## config.mk

```make
export PLATFORM = sky130hd
export DESIGN_NAME = flow_display
export DESIGN_NICKNAME = d
export VERILOG_FILES = /design/src/rtl/flow_pkg.sv /design/src/rtl/sat_counter.sv /design/src/rtl/peak_detect.sv /design/src/rtl/flow_display.sv
export SDC_FILE = /design/constraint.sdc
export NUM_CORES = 1
export LEC_CHECK = 0
export BUFFER_PORTS_ARGS = -buffer_cell sky130_fd_sc_hd__buf_2
export CORE_MARGIN = 2
export CORE_UTILIZATION = 30
export CTS_BUF_LIST = sky130_fd_sc_hd__clkbuf_2 sky130_fd_sc_hd__clkbuf_4 sky130_fd_sc_hd__clkbuf_8
export DETAILED_ROUTE_END_ITERATION = 8
export PLACE_DENSITY = 0.5
export SETUP_SLACK_MARGIN = 0.5
export SLEW_MARGIN = 5
export SYNTH_ARGS = -nofsm -noshare
export SYNTH_HDL_FRONTEND = slang
export SYNTH_SLANG_ARGS = --single-unit
```

## constraint.sdc

```tcl
create_clock -name clk -period 5.2 [get_ports clk]
set_input_delay 0 -clock clk [delete_from_list [all_inputs] [get_ports clk]]
set_output_delay 0 -clock clk [all_outputs]
set_load 0.05 [all_outputs]
```

## src/rtl/flow_pkg.sv

```systemverilog
package flow_pkg;

	// data widths
	localparam int CNT_W  = 48;                  // total and batcher counters
	localparam int RATE_W = 24;                  // flow rate and period values
	localparam int CUR_W  = 15;                  // input current in microamps
	localparam int INC_W  = 16;                  // volume added per sample
	localparam int BCNT_W = 16;                  // number of batches counter
	localparam int TMR_W  = 28;                  // width of the long timers

	// six display digits
	localparam logic [RATE_W-1:0] SIX_DIG_MAX = 24'hF423F;        // 999999
	localparam logic [CNT_W-1:0]  SCREEN_LIM1 = 48'h0000000F4240; // 10^6
	localparam logic [CNT_W-1:0]  SCREEN_LIM2 = 48'h00E8D4A51000; // 10^12
	localparam logic [1:0]        SCREEN_TOP  = 2'h2;

	// cutoff threshold in microamps
	localparam logic [15:0] CUT_SPAN_020 = 16'h00C8;  // 20 mA / 100
	localparam logic [15:0] CUT_SPAN_420 = 16'h00A0;  // 16 mA / 100
	localparam logic [15:0] CUT_BASE_420 = 16'h0FA0;  // 4 mA

	// times and the cycle counts derived from them
	localparam int CLK_HZ      = 50_000_000;
	localparam int QV_TIME_MS  = 5000;           // quick view window
	localparam int HOLD_MS     = 2000;           // totals button hold
	localparam int BLINK_MS    = 500;            // flash half period
	localparam int TENTH_MS    = 100;            // unit of the show time
	localparam int QV_CYC_DEF    = (CLK_HZ / 1000) * QV_TIME_MS;
	localparam int HOLD_CYC_DEF  = (CLK_HZ / 1000) * HOLD_MS;
	localparam int BLINK_CYC_DEF = (CLK_HZ / 1000) * BLINK_MS;
	localparam int TENTH_CYC_DEF = (CLK_HZ / 1000) * TENTH_MS;

	// what the measurement display shows
	typedef enum logic [1:0] {
		V_RATE  = 2'b00,
		V_TOTAL = 2'b01,
		V_BATCH = 2'b10
	} view_t;

	// message shown instead of a number
	typedef enum logic [3:0] {
		M_VALUE     = 4'b0000,
		M_STOP      = 4'b0001,
		M_POVER     = 4'b0010,   // period_over_msg
		M_PUNDER    = 4'b0011,   // period_under_msg
		M_RHIGH     = 4'b0100,   // range_high_msg
		M_RLOW      = 4'b0101,   // range_low_msg
		M_TOVF      = 4'b0110,   // total_overflow_msg
		M_BOVF      = 4'b0111,   // batcher_overflow_msg
		M_THR1_LBL  = 4'b1000,   // threshold_one_label
		M_BCNT_LBL  = 4'b1001,   // batch_count_label
		M_CLEAR_Q   = 4'b1010    // clear confirmation query
	} msg_t;

	// static configuration
	typedef struct packed {
		logic               period_mode;
		logic               range_4_20;
		logic [6:0]         cutoff_pct;
		logic               batcher_source;
		logic               button_clear_enable_tot;
		logic               button_clear_enable_bat;
		logic               peak_display_style;   // 1: hold, 0: real
		logic [RATE_W-1:0]  peak_min_swing;
		logic [7:0]         peak_show_tenths;
	} cfg_t;

	// one measurement sample
	typedef struct packed {
		logic               sample_valid;
		logic [CUR_W-1:0]   current_ua;
		logic [RATE_W-1:0]  flow_rate;
		logic [RATE_W-1:0]  period_value;
		logic [INC_W-1:0]   flow_increment;
		logic               range_high;
		logic               range_low;
	} meas_t;

	// front panel buttons, levels
	typedef struct packed {
		logic total;
		logic enter;
		logic up;
		logic down;
		logic esc;
	} btn_t;

	// display content
	typedef struct packed {
		msg_t              msg;
		logic [CNT_W-1:0]  value;
		logic [1:0]        screen;
		logic              dp_left;
		logic              dp_right;
		logic              total_led;
	} disp_t;

endpackage

```

## src/rtl/sat_counter.sv

```systemverilog
`timescale 1ns/10ps
module sat_counter
	import flow_pkg::*;
#(
	parameter int W  = CNT_W,
	parameter int IW = INC_W
)
(
	// clock and reset
	input  wire logic          clk,
	input  wire logic          resetn,
	// control
	input  wire logic          inc_en,
	input  wire logic [IW-1:0] inc_amt,
	input  wire logic          clr,
	// state
	output logic      [W-1:0]  count,
	output logic               ovf
);

	if (IW >= W)
		$error("increment wider than counter");

	typedef struct packed {
		logic [W-1:0] cnt;
		logic         ovf;
	} sc_t;

	sc_t          s_r;
	sc_t          s_nxt;
	logic [W:0]   sum;   // one bit of headroom to see the overflow

	assign sum = {1'b0, s_r.cnt} + {{(W+1-IW){1'b0}}, inc_amt};

	// saturating accumulate; a sample in the clearing cycle is kept
	always_comb
	begin
		s_nxt = s_r;
		if (clr)
		begin
			s_nxt.cnt = inc_en ? {{(W-IW){1'b0}}, inc_amt} : '0;
			s_nxt.ovf = 1'b0;
		end
		else if (inc_en)
		begin
			if (sum[W])
			begin
				s_nxt.cnt = '1;       // stays at its maximum
				s_nxt.ovf = 1'b1;
			end
			else
				s_nxt.cnt = sum[W-1:0];
		end
	end

	always_ff @(posedge clk or negedge resetn)
	begin
		if (!resetn)
			s_r <= '0;
		else
			s_r <= s_nxt;
	end

	assign count = s_r.cnt;
	assign ovf   = s_r.ovf;

	a_clear_zero: assert property (@(posedge clk) disable iff (!resetn)
		clr && !inc_en |=> count == '0 && !ovf)
		else $error("counter not zero after clear");

endmodule

```

## src/rtl/peak_detect.sv

```systemverilog
`timescale 1ns/10ps
module peak_detect
	import flow_pkg::*;
#(
	parameter int TENTH_CYC = TENTH_CYC_DEF
)
(
	// clock and reset
	input  wire logic              clk,
	input  wire logic              resetn,
	// samples and settings
	input  wire logic              valid,
	input  wire logic [RATE_W-1:0] value,
	input  wire logic [RATE_W-1:0] swing,
	input  wire logic [7:0]        show_tenths,
	input  wire logic              hold_style,
	input  wire logic              esc,
	// held peak
	output logic                   peak_show,
	output logic      [RATE_W-1:0] peak_value
);

	if (TENTH_CYC < 2 || TENTH_CYC >= 2**TMR_W)
		$error("TENTH_CYC out of range");

	typedef struct packed {
		logic              falling;   // past a detected peak, watching the rise
		logic [RATE_W-1:0] ext;       // running extreme
		logic              show;
		logic [RATE_W-1:0] peak;
		logic [TMR_W-1:0]  tmr;
		logic [7:0]        tenths;
	} pk_t;

	pk_t  s_r;
	pk_t  s_nxt;
	logic detect;

	// a peak counts only after a drop of the full swing
	assign detect = valid && !s_r.falling && value <= s_r.ext
		&& (s_r.ext - value) >= swing;

	always_comb
	begin
		s_nxt = s_r;
		// track the extreme in the current direction
		if (valid)
		begin
			if (!s_r.falling)
			begin
				if (value > s_r.ext)
					s_nxt.ext = value;
				else if (detect)
				begin
					s_nxt.falling = 1'b1;
					s_nxt.ext     = value;
				end
			end
			else if (value < s_r.ext)
				s_nxt.ext = value;
			else if ((value - s_r.ext) >= swing)
			begin
				s_nxt.falling = 1'b0;   // rise of a full swing rearms
				s_nxt.ext     = value;
			end
		end
		// show time runs in tenths of a second
		if (s_r.show && show_tenths != 8'h00)
		begin
			if (s_r.tmr == TMR_W'(TENTH_CYC - 1))
			begin
				s_nxt.tmr    = '0;
				s_nxt.tenths = s_r.tenths + 8'h01;
				if (s_r.tenths + 8'h01 >= show_tenths)
					s_nxt.show = 1'b0;
			end
			else
				s_nxt.tmr = s_r.tmr + TMR_W'(1);
		end
		// zero time: hold until escape, or no holding at all
		if (s_r.show && show_tenths == 8'h00 && (esc || !hold_style))
			s_nxt.show = 1'b0;
		// a newer peak replaces the shown one and restarts the time
		if (detect && (show_tenths != 8'h00 || hold_style))
		begin
			s_nxt.show   = 1'b1;
			s_nxt.peak   = s_r.ext;
			s_nxt.tmr    = '0;
			s_nxt.tenths = 8'h00;
		end
	end

	always_ff @(posedge clk or negedge resetn)
	begin
		if (!resetn)
			s_r <= '0;
		else
			s_r <= s_nxt;
	end

	assign peak_show  = s_r.show;
	assign peak_value = s_r.peak;

	a_peak_restart: assert property (@(posedge clk) disable iff (!resetn)
		detect && show_tenths != 8'h00 |=> peak_show && s_r.tmr == '0 && peak_value == $past(s_r.ext))
		else $error("new peak did not restart the show time");

endmodule

```

## src/rtl/flow_display.sv

```systemverilog
`timescale 1ns/10ps
module flow_display
	import flow_pkg::*;
#(
	parameter int QV_CYC    = QV_CYC_DEF,
	parameter int HOLD_CYC  = HOLD_CYC_DEF,
	parameter int BLINK_CYC = BLINK_CYC_DEF,
	parameter int TENTH_CYC = TENTH_CYC_DEF
)
(
	// clock and reset
	input  wire logic              clk,
	input  wire logic              resetn,
	// settings and samples
	input  wire cfg_t              cfg,
	input  wire meas_t             meas,
	input  wire logic [CNT_W-1:0]  thr1_value,
	// front panel
	input  wire btn_t              btn,
	// clear requests, one-cycle pulses
	input  wire logic              menu_clr_total,
	input  wire logic              clear_batcher_cmd,
	input  wire logic              prog_clr_total,
	input  wire logic              prog_clr_batcher,
	input  wire logic              host_tot_wr,
	input  wire logic              host_bat_wr,
	input  wire logic [15:0]       host_wdata,
	// batching
	input  wire logic              batch_start,
	input  wire logic              batch_run,
	// results
	output disp_t                  disp,
	output logic      [CNT_W-1:0]  total_value,
	output logic      [CNT_W-1:0]  batcher_value,
	output logic      [BCNT_W-1:0] batch_count
);

	if (QV_CYC < 2 || HOLD_CYC < 3 || BLINK_CYC < 2 || QV_CYC >= 2**TMR_W
		|| HOLD_CYC >= 2**TMR_W || BLINK_CYC >= 2**TMR_W)
		$error("timing parameter out of range");

	////////////////////////////////////////////////////////////////////////////
	// state

	typedef struct packed {
		view_t             view;
		logic [TMR_W-1:0]  blink_cnt;
		logic              blink;      // flash phase
		logic [TMR_W-1:0]  hold_cnt;   // totals button held time
		logic              armed;      // clear waits for enter
		logic              qv_on;      // quick view active
		logic              qv_item;    // 0: threshold one, 1: batch count
		logic [TMR_W-1:0]  qv_cnt;
		logic [1:0]        screen;     // six-digit screen of the total
		btn_t              btn_q;
		logic [BCNT_W-1:0] bcount;
		logic              started;    // batching started since zeroing
		disp_t             disp;
	} st_t;

	st_t               s_r;
	st_t               s_nxt;
	btn_t              press;          // rising edges of the buttons
	logic              release_tot;
	logic              confirm;
	logic              clr_tot;
	logic              clr_bat;
	logic              clr_bcnt;
	logic              tot_inc;
	logic              tot_ovf;
	logic              bat_ovf;
	logic [CUR_W-1:0]  cut_ua;
	logic              peak_show;
	logic [RATE_W-1:0] peak_value;

	////////////////////////////////////////////////////////////////////////////
	// helpers

	// cutoff current in microamps
	function automatic logic [CUR_W-1:0] cutoff_ua(input logic [6:0] pct, input logic r420);
		logic [15:0] p;
		p = {9'h000, pct};
		if (r420)
			cutoff_ua = CUR_W'(p * CUT_SPAN_420 + CUT_BASE_420);
		else
			cutoff_ua = CUR_W'(p * CUT_SPAN_020);
	endfunction

	// smallest total that needs the given screen
	function automatic logic [CNT_W-1:0] screen_lim(input logic [1:0] sc);
		case (sc)
			2'h1:    screen_lim = SCREEN_LIM1;
			2'h2:    screen_lim = SCREEN_LIM2;
			default: screen_lim = '0;
		endcase
	endfunction

	assign press       = btn_t'(btn & ~s_r.btn_q);
	assign release_tot = s_r.btn_q.total && !btn.total;
	assign confirm     = s_r.armed && press.enter;
	assign cut_ua      = cutoff_ua(cfg.cutoff_pct, cfg.range_4_20);

	////////////////////////////////////////////////////////////////////////////
	// counters; they run whatever the panel or the menu is doing

	// confirmed button clear hits what was on show when it was armed
	assign clr_bcnt = confirm && s_r.qv_on && s_r.qv_item;
	assign clr_tot  = menu_clr_total || prog_clr_total
		|| (host_tot_wr && host_wdata == 16'h0000)
		|| (confirm && !s_r.qv_on && s_r.view == V_TOTAL);
	assign clr_bat  = clear_batcher_cmd || prog_clr_batcher
		|| (host_bat_wr && host_wdata == 16'h0000)
		|| (confirm && !s_r.qv_on && s_r.view == V_BATCH);

	// no menu gating here, so programming never stops counting
	assign tot_inc = meas.sample_valid
		&& (cfg.cutoff_pct == 7'h00 || meas.current_ua >= cut_ua);

	sat_counter #(.W(CNT_W), .IW(INC_W)) u_total (
		.clk     (clk),
		.resetn  (resetn),
		.inc_en  (tot_inc),
		.inc_amt (meas.flow_increment),
		.clr     (clr_tot),
		.count   (total_value),
		.ovf     (tot_ovf)
	);

	sat_counter #(.W(CNT_W), .IW(INC_W)) u_batcher (
		.clk     (clk),
		.resetn  (resetn),
		.inc_en  (meas.sample_valid && batch_run),
		.inc_amt (meas.flow_increment),
		.clr     (clr_bat),
		.count   (batcher_value),
		.ovf     (bat_ovf)
	);

	peak_detect #(.TENTH_CYC(TENTH_CYC)) u_peak (
		.clk         (clk),
		.resetn      (resetn),
		.valid       (meas.sample_valid),
		.value       (meas.flow_rate),
		.swing       (cfg.peak_min_swing),
		.show_tenths (cfg.peak_show_tenths),
		.hold_style  (cfg.peak_display_style),
		.esc         (press.esc),
		.peak_show   (peak_show),
		.peak_value  (peak_value)
	);

	////////////////////////////////////////////////////////////////////////////
	// panel and display logic

	always_comb
	begin
		s_nxt       = s_r;
		s_nxt.btn_q = btn;
		// flash phase shared by every blinking element
		if (s_r.blink_cnt == TMR_W'(BLINK_CYC - 1))
		begin
			s_nxt.blink_cnt = '0;
			s_nxt.blink     = ~s_r.blink;
		end
		else
			s_nxt.blink_cnt = s_r.blink_cnt + TMR_W'(1);
		// batch starts: only the first after zeroing is counted
		if (clr_bcnt)
			s_nxt.bcount = '0;
		else if (batch_start && !s_r.started)
			s_nxt.bcount = s_r.bcount + BCNT_W'(1);
		if (batch_start)
			s_nxt.started = 1'b1;
		if (clr_bat && !batch_start)
			s_nxt.started = 1'b0;
		// totals button hold timer; arming by a hold needs the clear enabled
		if (press.total)
			s_nxt.hold_cnt = '0;
		else if (btn.total && s_r.hold_cnt != TMR_W'(HOLD_CYC - 1))
			s_nxt.hold_cnt = s_r.hold_cnt + TMR_W'(1);
		if (btn.total && !s_r.qv_on && s_r.hold_cnt == TMR_W'(HOLD_CYC - 2)
			&& ((s_r.view == V_TOTAL && cfg.button_clear_enable_tot)
			|| (s_r.view == V_BATCH && cfg.button_clear_enable_bat)))
			s_nxt.armed = 1'b1;
		// query answered by enter, dropped by esc, up or down; the totals button leaves it
		if (s_r.armed)
		begin
			if (press.enter || press.esc || press.up || press.down)
				s_nxt.armed = 1'b0;
		end
		else if (s_r.qv_on)
		begin
			// quick view: a press within the window advances
			if (press.total && s_r.qv_item)
				s_nxt.armed = 1'b1;
			else if (press.up || press.down)
			begin
				s_nxt.qv_item = ~s_r.qv_item;
				s_nxt.qv_cnt  = '0;
			end
			else if (s_r.qv_cnt == TMR_W'(QV_CYC - 1))
				s_nxt.qv_on = 1'b0;
			else
				s_nxt.qv_cnt = s_r.qv_cnt + TMR_W'(1);
		end
		else if (s_r.view == V_TOTAL)
		begin
			// screens of a long total
			if (press.up && s_r.screen != SCREEN_TOP
				&& total_value >= screen_lim(s_r.screen + 2'h1))
				s_nxt.screen = s_r.screen + 2'h1;
			else if (press.down && s_r.screen != 2'h0)
				s_nxt.screen = s_r.screen - 2'h1;
		end
		else if (press.up || press.down)
		begin
			s_nxt.qv_on   = 1'b1;
			s_nxt.qv_item = 1'b0;
			s_nxt.qv_cnt  = '0;
		end
		// a short press steps the view; a long one is a clear
		if (release_tot && !s_r.armed && !s_r.qv_on
			&& s_r.hold_cnt < TMR_W'(HOLD_CYC - 2))
		begin
			s_nxt.screen = 2'h0;
			case (s_r.view)
				V_RATE:  s_nxt.view = V_TOTAL;
				V_TOTAL: s_nxt.view = cfg.batcher_source ? V_BATCH : V_RATE;
				default: s_nxt.view = V_RATE;
			endcase
		end
		if (!cfg.batcher_source && s_nxt.view == V_BATCH)
			s_nxt.view = V_RATE;
		// a shrunken total cannot stay on an empty screen
		if (total_value < screen_lim(s_nxt.screen))
			s_nxt.screen = 2'h0;

		// display content, registered
		s_nxt.disp = '0;
		s_nxt.disp.total_led = (s_r.view == V_TOTAL)
			|| (s_r.view == V_BATCH && s_r.blink);
		if (s_r.armed)
			s_nxt.disp.msg = M_CLEAR_Q;
		else if (s_r.qv_on)
		begin
			// name and value alternate with the flash phase
			if (s_r.blink)
				s_nxt.disp.msg = s_r.qv_item ? M_BCNT_LBL : M_THR1_LBL;
			else
				s_nxt.disp.value = s_r.qv_item ? {{(CNT_W-BCNT_W){1'b0}}, s_r.bcount} : thr1_value;
		end
		else
		begin
			case (s_r.view)
				V_TOTAL:
				begin
					if (tot_ovf && s_r.blink)
						s_nxt.disp.msg = M_TOVF;
					s_nxt.disp.value    = total_value;
					s_nxt.disp.screen   = s_r.screen;
					s_nxt.disp.dp_left  = s_r.blink && s_r.screen != SCREEN_TOP
						&& total_value >= screen_lim(s_r.screen + 2'h1);
					s_nxt.disp.dp_right = s_r.blink && s_r.screen != 2'h0;
				end
				V_BATCH:
				begin
					if (bat_ovf && s_r.blink)
						s_nxt.disp.msg = M_BOVF;
					s_nxt.disp.value   = batcher_value;
					s_nxt.disp.dp_left = s_r.blink && batcher_value >= SCREEN_LIM1;
				end
				default:
				begin
					if (meas.range_high)
						s_nxt.disp.msg = M_RHIGH;
					else if (meas.range_low)
						s_nxt.disp.msg = M_RLOW;
					else if (cfg.period_mode)
					begin
						if (meas.flow_rate == '0)
							s_nxt.disp.msg = M_STOP;
						else if (meas.period_value > SIX_DIG_MAX)
							s_nxt.disp.msg = M_POVER;
						else if (meas.period_value == '0)
							s_nxt.disp.msg = M_PUNDER;
						else
							s_nxt.disp.value = {{(CNT_W-RATE_W){1'b0}}, meas.period_value};
					end
					else if (peak_show)
					begin
						s_nxt.disp.value    = {{(CNT_W-RATE_W){1'b0}}, peak_value};
						s_nxt.disp.dp_right = s_r.blink;
					end
					else
						s_nxt.disp.value = {{(CNT_W-RATE_W){1'b0}}, meas.flow_rate};
				end
			endcase
		end
	end

	always_ff @(posedge clk or negedge resetn)
	begin
		if (!resetn)
			s_r <= '0;
		else
			s_r <= s_nxt;
	end

	assign disp        = s_r.disp;
	assign batch_count = s_r.bcount;

	////////////////////////////////////////////////////////////////////////////
	// checks

	// plain rate view with no range warning pending
	logic live_rate;
	assign live_rate = !s_r.armed && !s_r.qv_on && s_r.view == V_RATE && !meas.range_high && !meas.range_low;

	a_stop_msg: assert property (@(posedge clk) disable iff (!resetn)
		live_rate && (cfg.period_mode && meas.flow_rate == '0) |=> disp.msg == M_STOP)
		else $error("zero flow in period view not shown as stop");

	a_over_msg: assert property (@(posedge clk) disable iff (!resetn)
		live_rate && (cfg.period_mode && meas.flow_rate != '0 && meas.period_value > SIX_DIG_MAX)
		|=> disp.msg == M_POVER)
		else $error("long period not shown as overload");

	a_under_msg: assert property (@(posedge clk) disable iff (!resetn)
		live_rate && (cfg.period_mode && meas.flow_rate != '0 && meas.period_value == '0)
		|=> disp.msg == M_PUNDER)
		else $error("short period not shown as underload");

	a_range_high: assert property (@(posedge clk) disable iff (!resetn)
		!s_r.armed && !s_r.qv_on && s_r.view == V_RATE && meas.range_high |=> disp.msg == M_RHIGH)
		else $error("range high warning missing");

	a_cutoff_hold: assert property (@(posedge clk) disable iff (!resetn)
		meas.sample_valid && cfg.cutoff_pct != 7'h00 && meas.current_ua < cut_ua && !clr_tot
		|=> $stable(total_value))
		else $error("total counted below cutoff");

	a_total_led: assert property (@(posedge clk) disable iff (!resetn)
		s_r.view == V_TOTAL ##1 s_r.view == V_TOTAL |-> disp.total_led)
		else $error("totals led not lit in total view");

	a_bat_view: assert property (@(posedge clk) disable iff (!resetn)
		!cfg.batcher_source |=> s_r.view != V_BATCH)
		else $error("batcher view without batcher operation");

	a_batch_once: assert property (@(posedge clk) disable iff (!resetn)
		batch_start && s_r.started && !clr_bcnt |=> batch_count == $past(batch_count))
		else $error("batch count rose on a restart");

	a_qv_timeout: assert property (@(posedge clk) disable iff (!resetn)
		s_r.qv_on && !s_r.armed && s_r.qv_cnt == TMR_W'(QV_CYC - 1) && !btn.up && !btn.down
		&& !press.total |=> !s_r.qv_on)
		else $error("quick view did not time out");

endmodule

```

==> results.txt <==
----------------------------------------------------
[Status]
  Result of the run ... finished, final reports clean

[Power and ir drop]
  Max VDD drop ... roughly 250 uV
  NetSw ... 6.55 mW
  Cell leakage power ... roughly 16 nW
  Sequential share of power ... 24.3%
  Internal power summed over all cells ... ~8.6 mW
  Switching power share of the total ... a little over two fifths
  Total power ... 15.1 mW
  Areal power density over the cells ... approximately 460 nW/um^2
  Part of the power in the clock network ... 22.2%
  Combinational Power Share ... between 50% and 60%

[Logic synthesis]
  Average instance area after synthesis ... 8.77 um^2
  Syn_nets ... 3,412
  Most frequently used cell type in the post-synthesis netlist ... sky130_fd_sc_hd__dfrtp_1
  Leading area contributor after synthesis ... sky130_fd_sc_hd__dfrtp_1
  Synth top area cells ... sky130_fd_sc_hd__dfrtp_1, sky130_fd_sc_hd__ha_1, sky130_fd_sc_hd__a21oi_1, sky130_fd_sc_hd__nor2_1, sky130_fd_sc_hd__o21ai_0
  Post-synth ARST share ... 100%
  Portion of the post-synthesis area used by sequential elements ... 34.1%
  Synthesis warning total ... 0
  Post-synth EDFFs ... 0
  Number of cells produced by synthesis ... between 2,000 and 3,000
  Combined area of all synthesized cells ... roughly 26,000 um^2
  Distinct cell type count after synthesis ... 87
  Commonest cells in the netlist ... sky130_fd_sc_hd__dfrtp_1, sky130_fd_sc_hd__nor2_1, sky130_fd_sc_hd__ha_1
  Area share of the largest cell type after synthesis ... 34.1%
  Prevailing post-synth register cell ... sky130_fd_sc_hd__dfrtp_1
  Flip-flop and latch count after synthesis ... 355

[Global routing]
  Number of antenna violations at the first check in global routing ... 14
  Via count of the first global-routing pass ... between 20,000 and 25,000
  Largest net degree at the start of global routing ... 90
  First-pass GRT wire length ... 145,000 um
  Leftover overflow at the end of global routing ... 0
  GR Util All Layers ... 20.9%

[Layout]
  Fill cell total of the finished layout ... a little under 9,000
  Total area of sequential cells ... 8890 um^2
  Multi-input logic area ... 16,100 um^2
  Final Net Count ... 3,923
  Non-filler cells in the finished layout ... 4,690
  Area grow syn2layout ... 27.6%
  Share of cells above drive strength 1 ... 22.3%

[STA]
  Setup WS post-layout ... 0.424 ns
  Setup total negative slack ... 0 ns
  Max-Slew Margin vs Limit ... 16.9%
  Worst setup skew after layout ... 0.0444 ns
  Count of final max-slew check failures ... 0
  Post-layout min period ... 4.78 ns
  Timing-limited maximum frequency ... 209 MHz
  Final setup fails ... 0
  Final count of hold timing violations ... 0
  Worst Max-Slew Pin Slew ... around 1.2 ns
  Post-route fraction of the period consumed by the critical path ... roughly nine tenths
  RSZ-0062 raised after global routing ... true

[Floorplanning]
  Die height ... about 300 um
  IO Count ... 375
  Die Span X ... 299 um
  Core footprint ... 86,300 um^2
  Number of core rows ... 108
  Effective utilization at floorplan ... 30.2%
  Area of the die ... 89,200 um^2

[Worst setup path]
  Flop-to-flop setup slack ... 0.42 ns
  Worst-path fanout max ... 8
  Reg2reg start ... s_r[80]$_DFF_PN0_
  Worst endpoint data arrival time ... between 5 and 6 ns
  Endpoint required time on the critical path ... ~5.8 ns
  Kind of critical path ... register to register
  Crit path from ... s_r[80]$_DFF_PN0_
  Startpoint class of the critical path ... register
  Critical Path Sink Type ... register

[CTS]
  Clock tree from TritonCTS ... yes
  Clk Latency, worst-skew pair ... 0.67 ns
  TritonCTS Buffers ... 69
  Library cell used as clock root buffer ... sky130_fd_sc_hd__clkbuf_8
  Maximum level of the CTS H-tree ... 3
  Total number of clock tree sinks ... ~360
  Deepest clock path buffer count ... 3
  Clock-pin transition on the worst setup and hold timing paths ... around 0.06 ns

[Drt]
  Avg WL per Cell ... 20.8 um
  Routed length on met2 ... roughly 45,000 um
  1st-iter DRT viols ... 1,825
  Total DRC errors in the routed layout ... 0
  Drt total wl ... 97,300 um
  Total routed wire length on the met1 layer ... 42,700 um
  DR top layer ... met5
  Number of nets with antenna violations after routing ... 0
  Number of vias in the routed layout ... 24,500
  Routed wl met3 ... 6360 um
  Routed vias/inst ... 5.22
  Detailed-routing iteration count for the pre-antenna-repair pass ... 6

[Place]
  # port buffers ... 374
  Post-Place Setup Slack ... 0.0950 ns
  Number of cells after detailed placement ... 4,380
  Final HPWL from detailed placement ... 71,800 um
  Final GP Congestion ... between 0.9 and 1

[Job]
  Maximum Capacitance Violations ... 0

[Hold path]
  Launch point of the worst hold path ... cfg[4]
  Worst min-delay path category ... primary input to register

----------------------------------------------------
[final timing paths]
kind                                           endpoint  cells after the start
max                                   s_r[80]$_DFF_PN0_                     23
min                        u_peak.peak_show$_DFFE_PN0P_                      5
max reg2reg                           s_r[80]$_DFF_PN0_                     23
min reg2reg                          s_r[168]$_DFF_PN0_                      1
max in group asynchronous    u_peak.s_r[74]$_DFFE_PN0P_                      4
min in group asynchronous          s_r[101]$_DFFE_PN0P_                      3
[state kept, by name, summed over array words and instances, names as in the netlist]
register           count
u_peak.peak_value     24
u_batcher.count       48
u_total.ovf            1
s_r                   98
u_total.count         48
batch_count           16
u_batcher.ovf          1
disp                  57
u_peak.s_r            61
u_peak.peak_show       1
[per-stage QoR]
| stage | utilization [%] | area [um^2] | hold WS, ns |
|---|---|---|---|
| after floorplan | - | 26100 | -0.296 |
| after global placement | 33.6 | 29000 | 0.0599 |
| after detailed placement | 33.6 | 29000 | 0.0621 |
| after CTS | 37.5 | 32400 | 0.00307 |
| after global routing | 38.5 | 33200 | 0.0518 |
| final | 38.5 | 33200 | 0.0560 |
[final cells by class]
| cell class | instances | area share [%] |
|---|---|---|
| diodes | 3 | 0.0226 |
| clock buffers | 104 | 3.97 |
| repair buffers | 639 | 13.8 |
| inverters | 150 | 1.72 |
| flip-flops and latches | 355 | 26.7 |
| clock inverters | 20 | 0.941 |
| multi-input cells | 2264 | 48.5 |
| well taps | 1155 | 4.35 |
[metal layers]
layer | GRT usage (%) | vias up
met3 | 4.02 | 164
met5 | 0 | -
met2 | 33.7 | 764
met4 | 7.55 | 18
met1 | 27.7 | 11900
li1 | - | 11700
[critical path, stage by stage, from the launching register on]
cell and delay, ns:
sky130_fd_sc_hd__dfrtp_1 0.40, sky130_fd_sc_hd__inv_2 0.10, sky130_fd_sc_hd__ha_4 0.16, sky130_fd_sc_hd__inv_8 0.05
sky130_fd_sc_hd__ha_4 0.26, sky130_fd_sc_hd__nor4b_4 0.16, sky130_fd_sc_hd__and4_1 0.22, sky130_fd_sc_hd__nand4_1 0.09
sky130_fd_sc_hd__a221o_1 0.38, sky130_fd_sc_hd__a21oi_2 0.15, sky130_fd_sc_hd__o21ai_2 0.10, sky130_fd_sc_hd__a21oi_2 0.20
sky130_fd_sc_hd__xnor2_2 0.09, sky130_fd_sc_hd__nor2_1 0.10, sky130_fd_sc_hd__ha_2 0.18, sky130_fd_sc_hd__or4b_1 0.43
sky130_fd_sc_hd__a2111o_1 0.37, sky130_fd_sc_hd__a211o_1 0.26, sky130_fd_sc_hd__a211o_1 0.26, sky130_fd_sc_hd__and3_1 0.15
sky130_fd_sc_hd__o21ai_1 0.13, sky130_fd_sc_hd__a31oi_1 0.10, sky130_fd_sc_hd__o21ai_1 0.21, sky130_fd_sc_hd__a21oi_1 0.10
[power groups by stage]
stage | registers (mW) | clock network, mW | logic (mW)
floorplan | 3.65 | 0 | 5.23
global placement | 3.70 | 0 | 6.97
detailed placement | 3.71 | 0 | 6.98
CTS | 3.66 | 3.43 | 7.44
global route | 3.74 | 3.55 | 8.81
finish | 3.68 | 3.35 | 8.10
[layout by cell type, fill, tap and decap left out, types with 41 or more instances in the layout]
cell type	netlist	routed
sky130_fd_sc_hd__a21o_1	74	74
sky130_fd_sc_hd__a21oi_1	214	205
sky130_fd_sc_hd__a221oi_1	53	50
sky130_fd_sc_hd__and3_1	56	55
sky130_fd_sc_hd__buf_2	23	373
sky130_fd_sc_hd__buf_4	74	96
sky130_fd_sc_hd__clkbuf_8	0	86
sky130_fd_sc_hd__dfrtp_1	355	350
sky130_fd_sc_hd__dlygate4sd3_1	0	142
sky130_fd_sc_hd__ha_1	231	219
sky130_fd_sc_hd__inv_1	150	144
sky130_fd_sc_hd__mux2i_1	57	57
sky130_fd_sc_hd__nand2_1	217	217
sky130_fd_sc_hd__nand3_1	90	90
sky130_fd_sc_hd__nand4_1	61	61
sky130_fd_sc_hd__nor2_1	273	242
sky130_fd_sc_hd__nor3_1	57	55
sky130_fd_sc_hd__nor4_1	42	41
sky130_fd_sc_hd__o21ai_0	189	182
sky130_fd_sc_hd__xnor2_1	108	106
sky130_fd_sc_hd__xor2_1	103	103
[logic make-up after synthesis]
group / Yosys count / synth area share, %
AO/OA/AOI/OAI: 760 / 18.7
XOR/XNOR: 211 / 7.10
adder cells (fa/ha/maj): 238 / 11.6
buffers and inverters: 349 / 6.41
flip-flops: 355 / 34.1
multiplexers: 100 / 4.05
AND/OR/NAND/NOR: 955 / 18.0
[timing repair]
action | in CTS | in global routing
setup endpoints to repair | 87 | 88
hold buffers | 143 | 0
endpoints found under the hold margin | 331 | 0
gates resized for setup | 30 | 118
pin swaps | 29 | 55
buffers inserted | 14 | 12
cloned | 1 | 13
No activity file was read; power rests on OpenSTA's default activity.
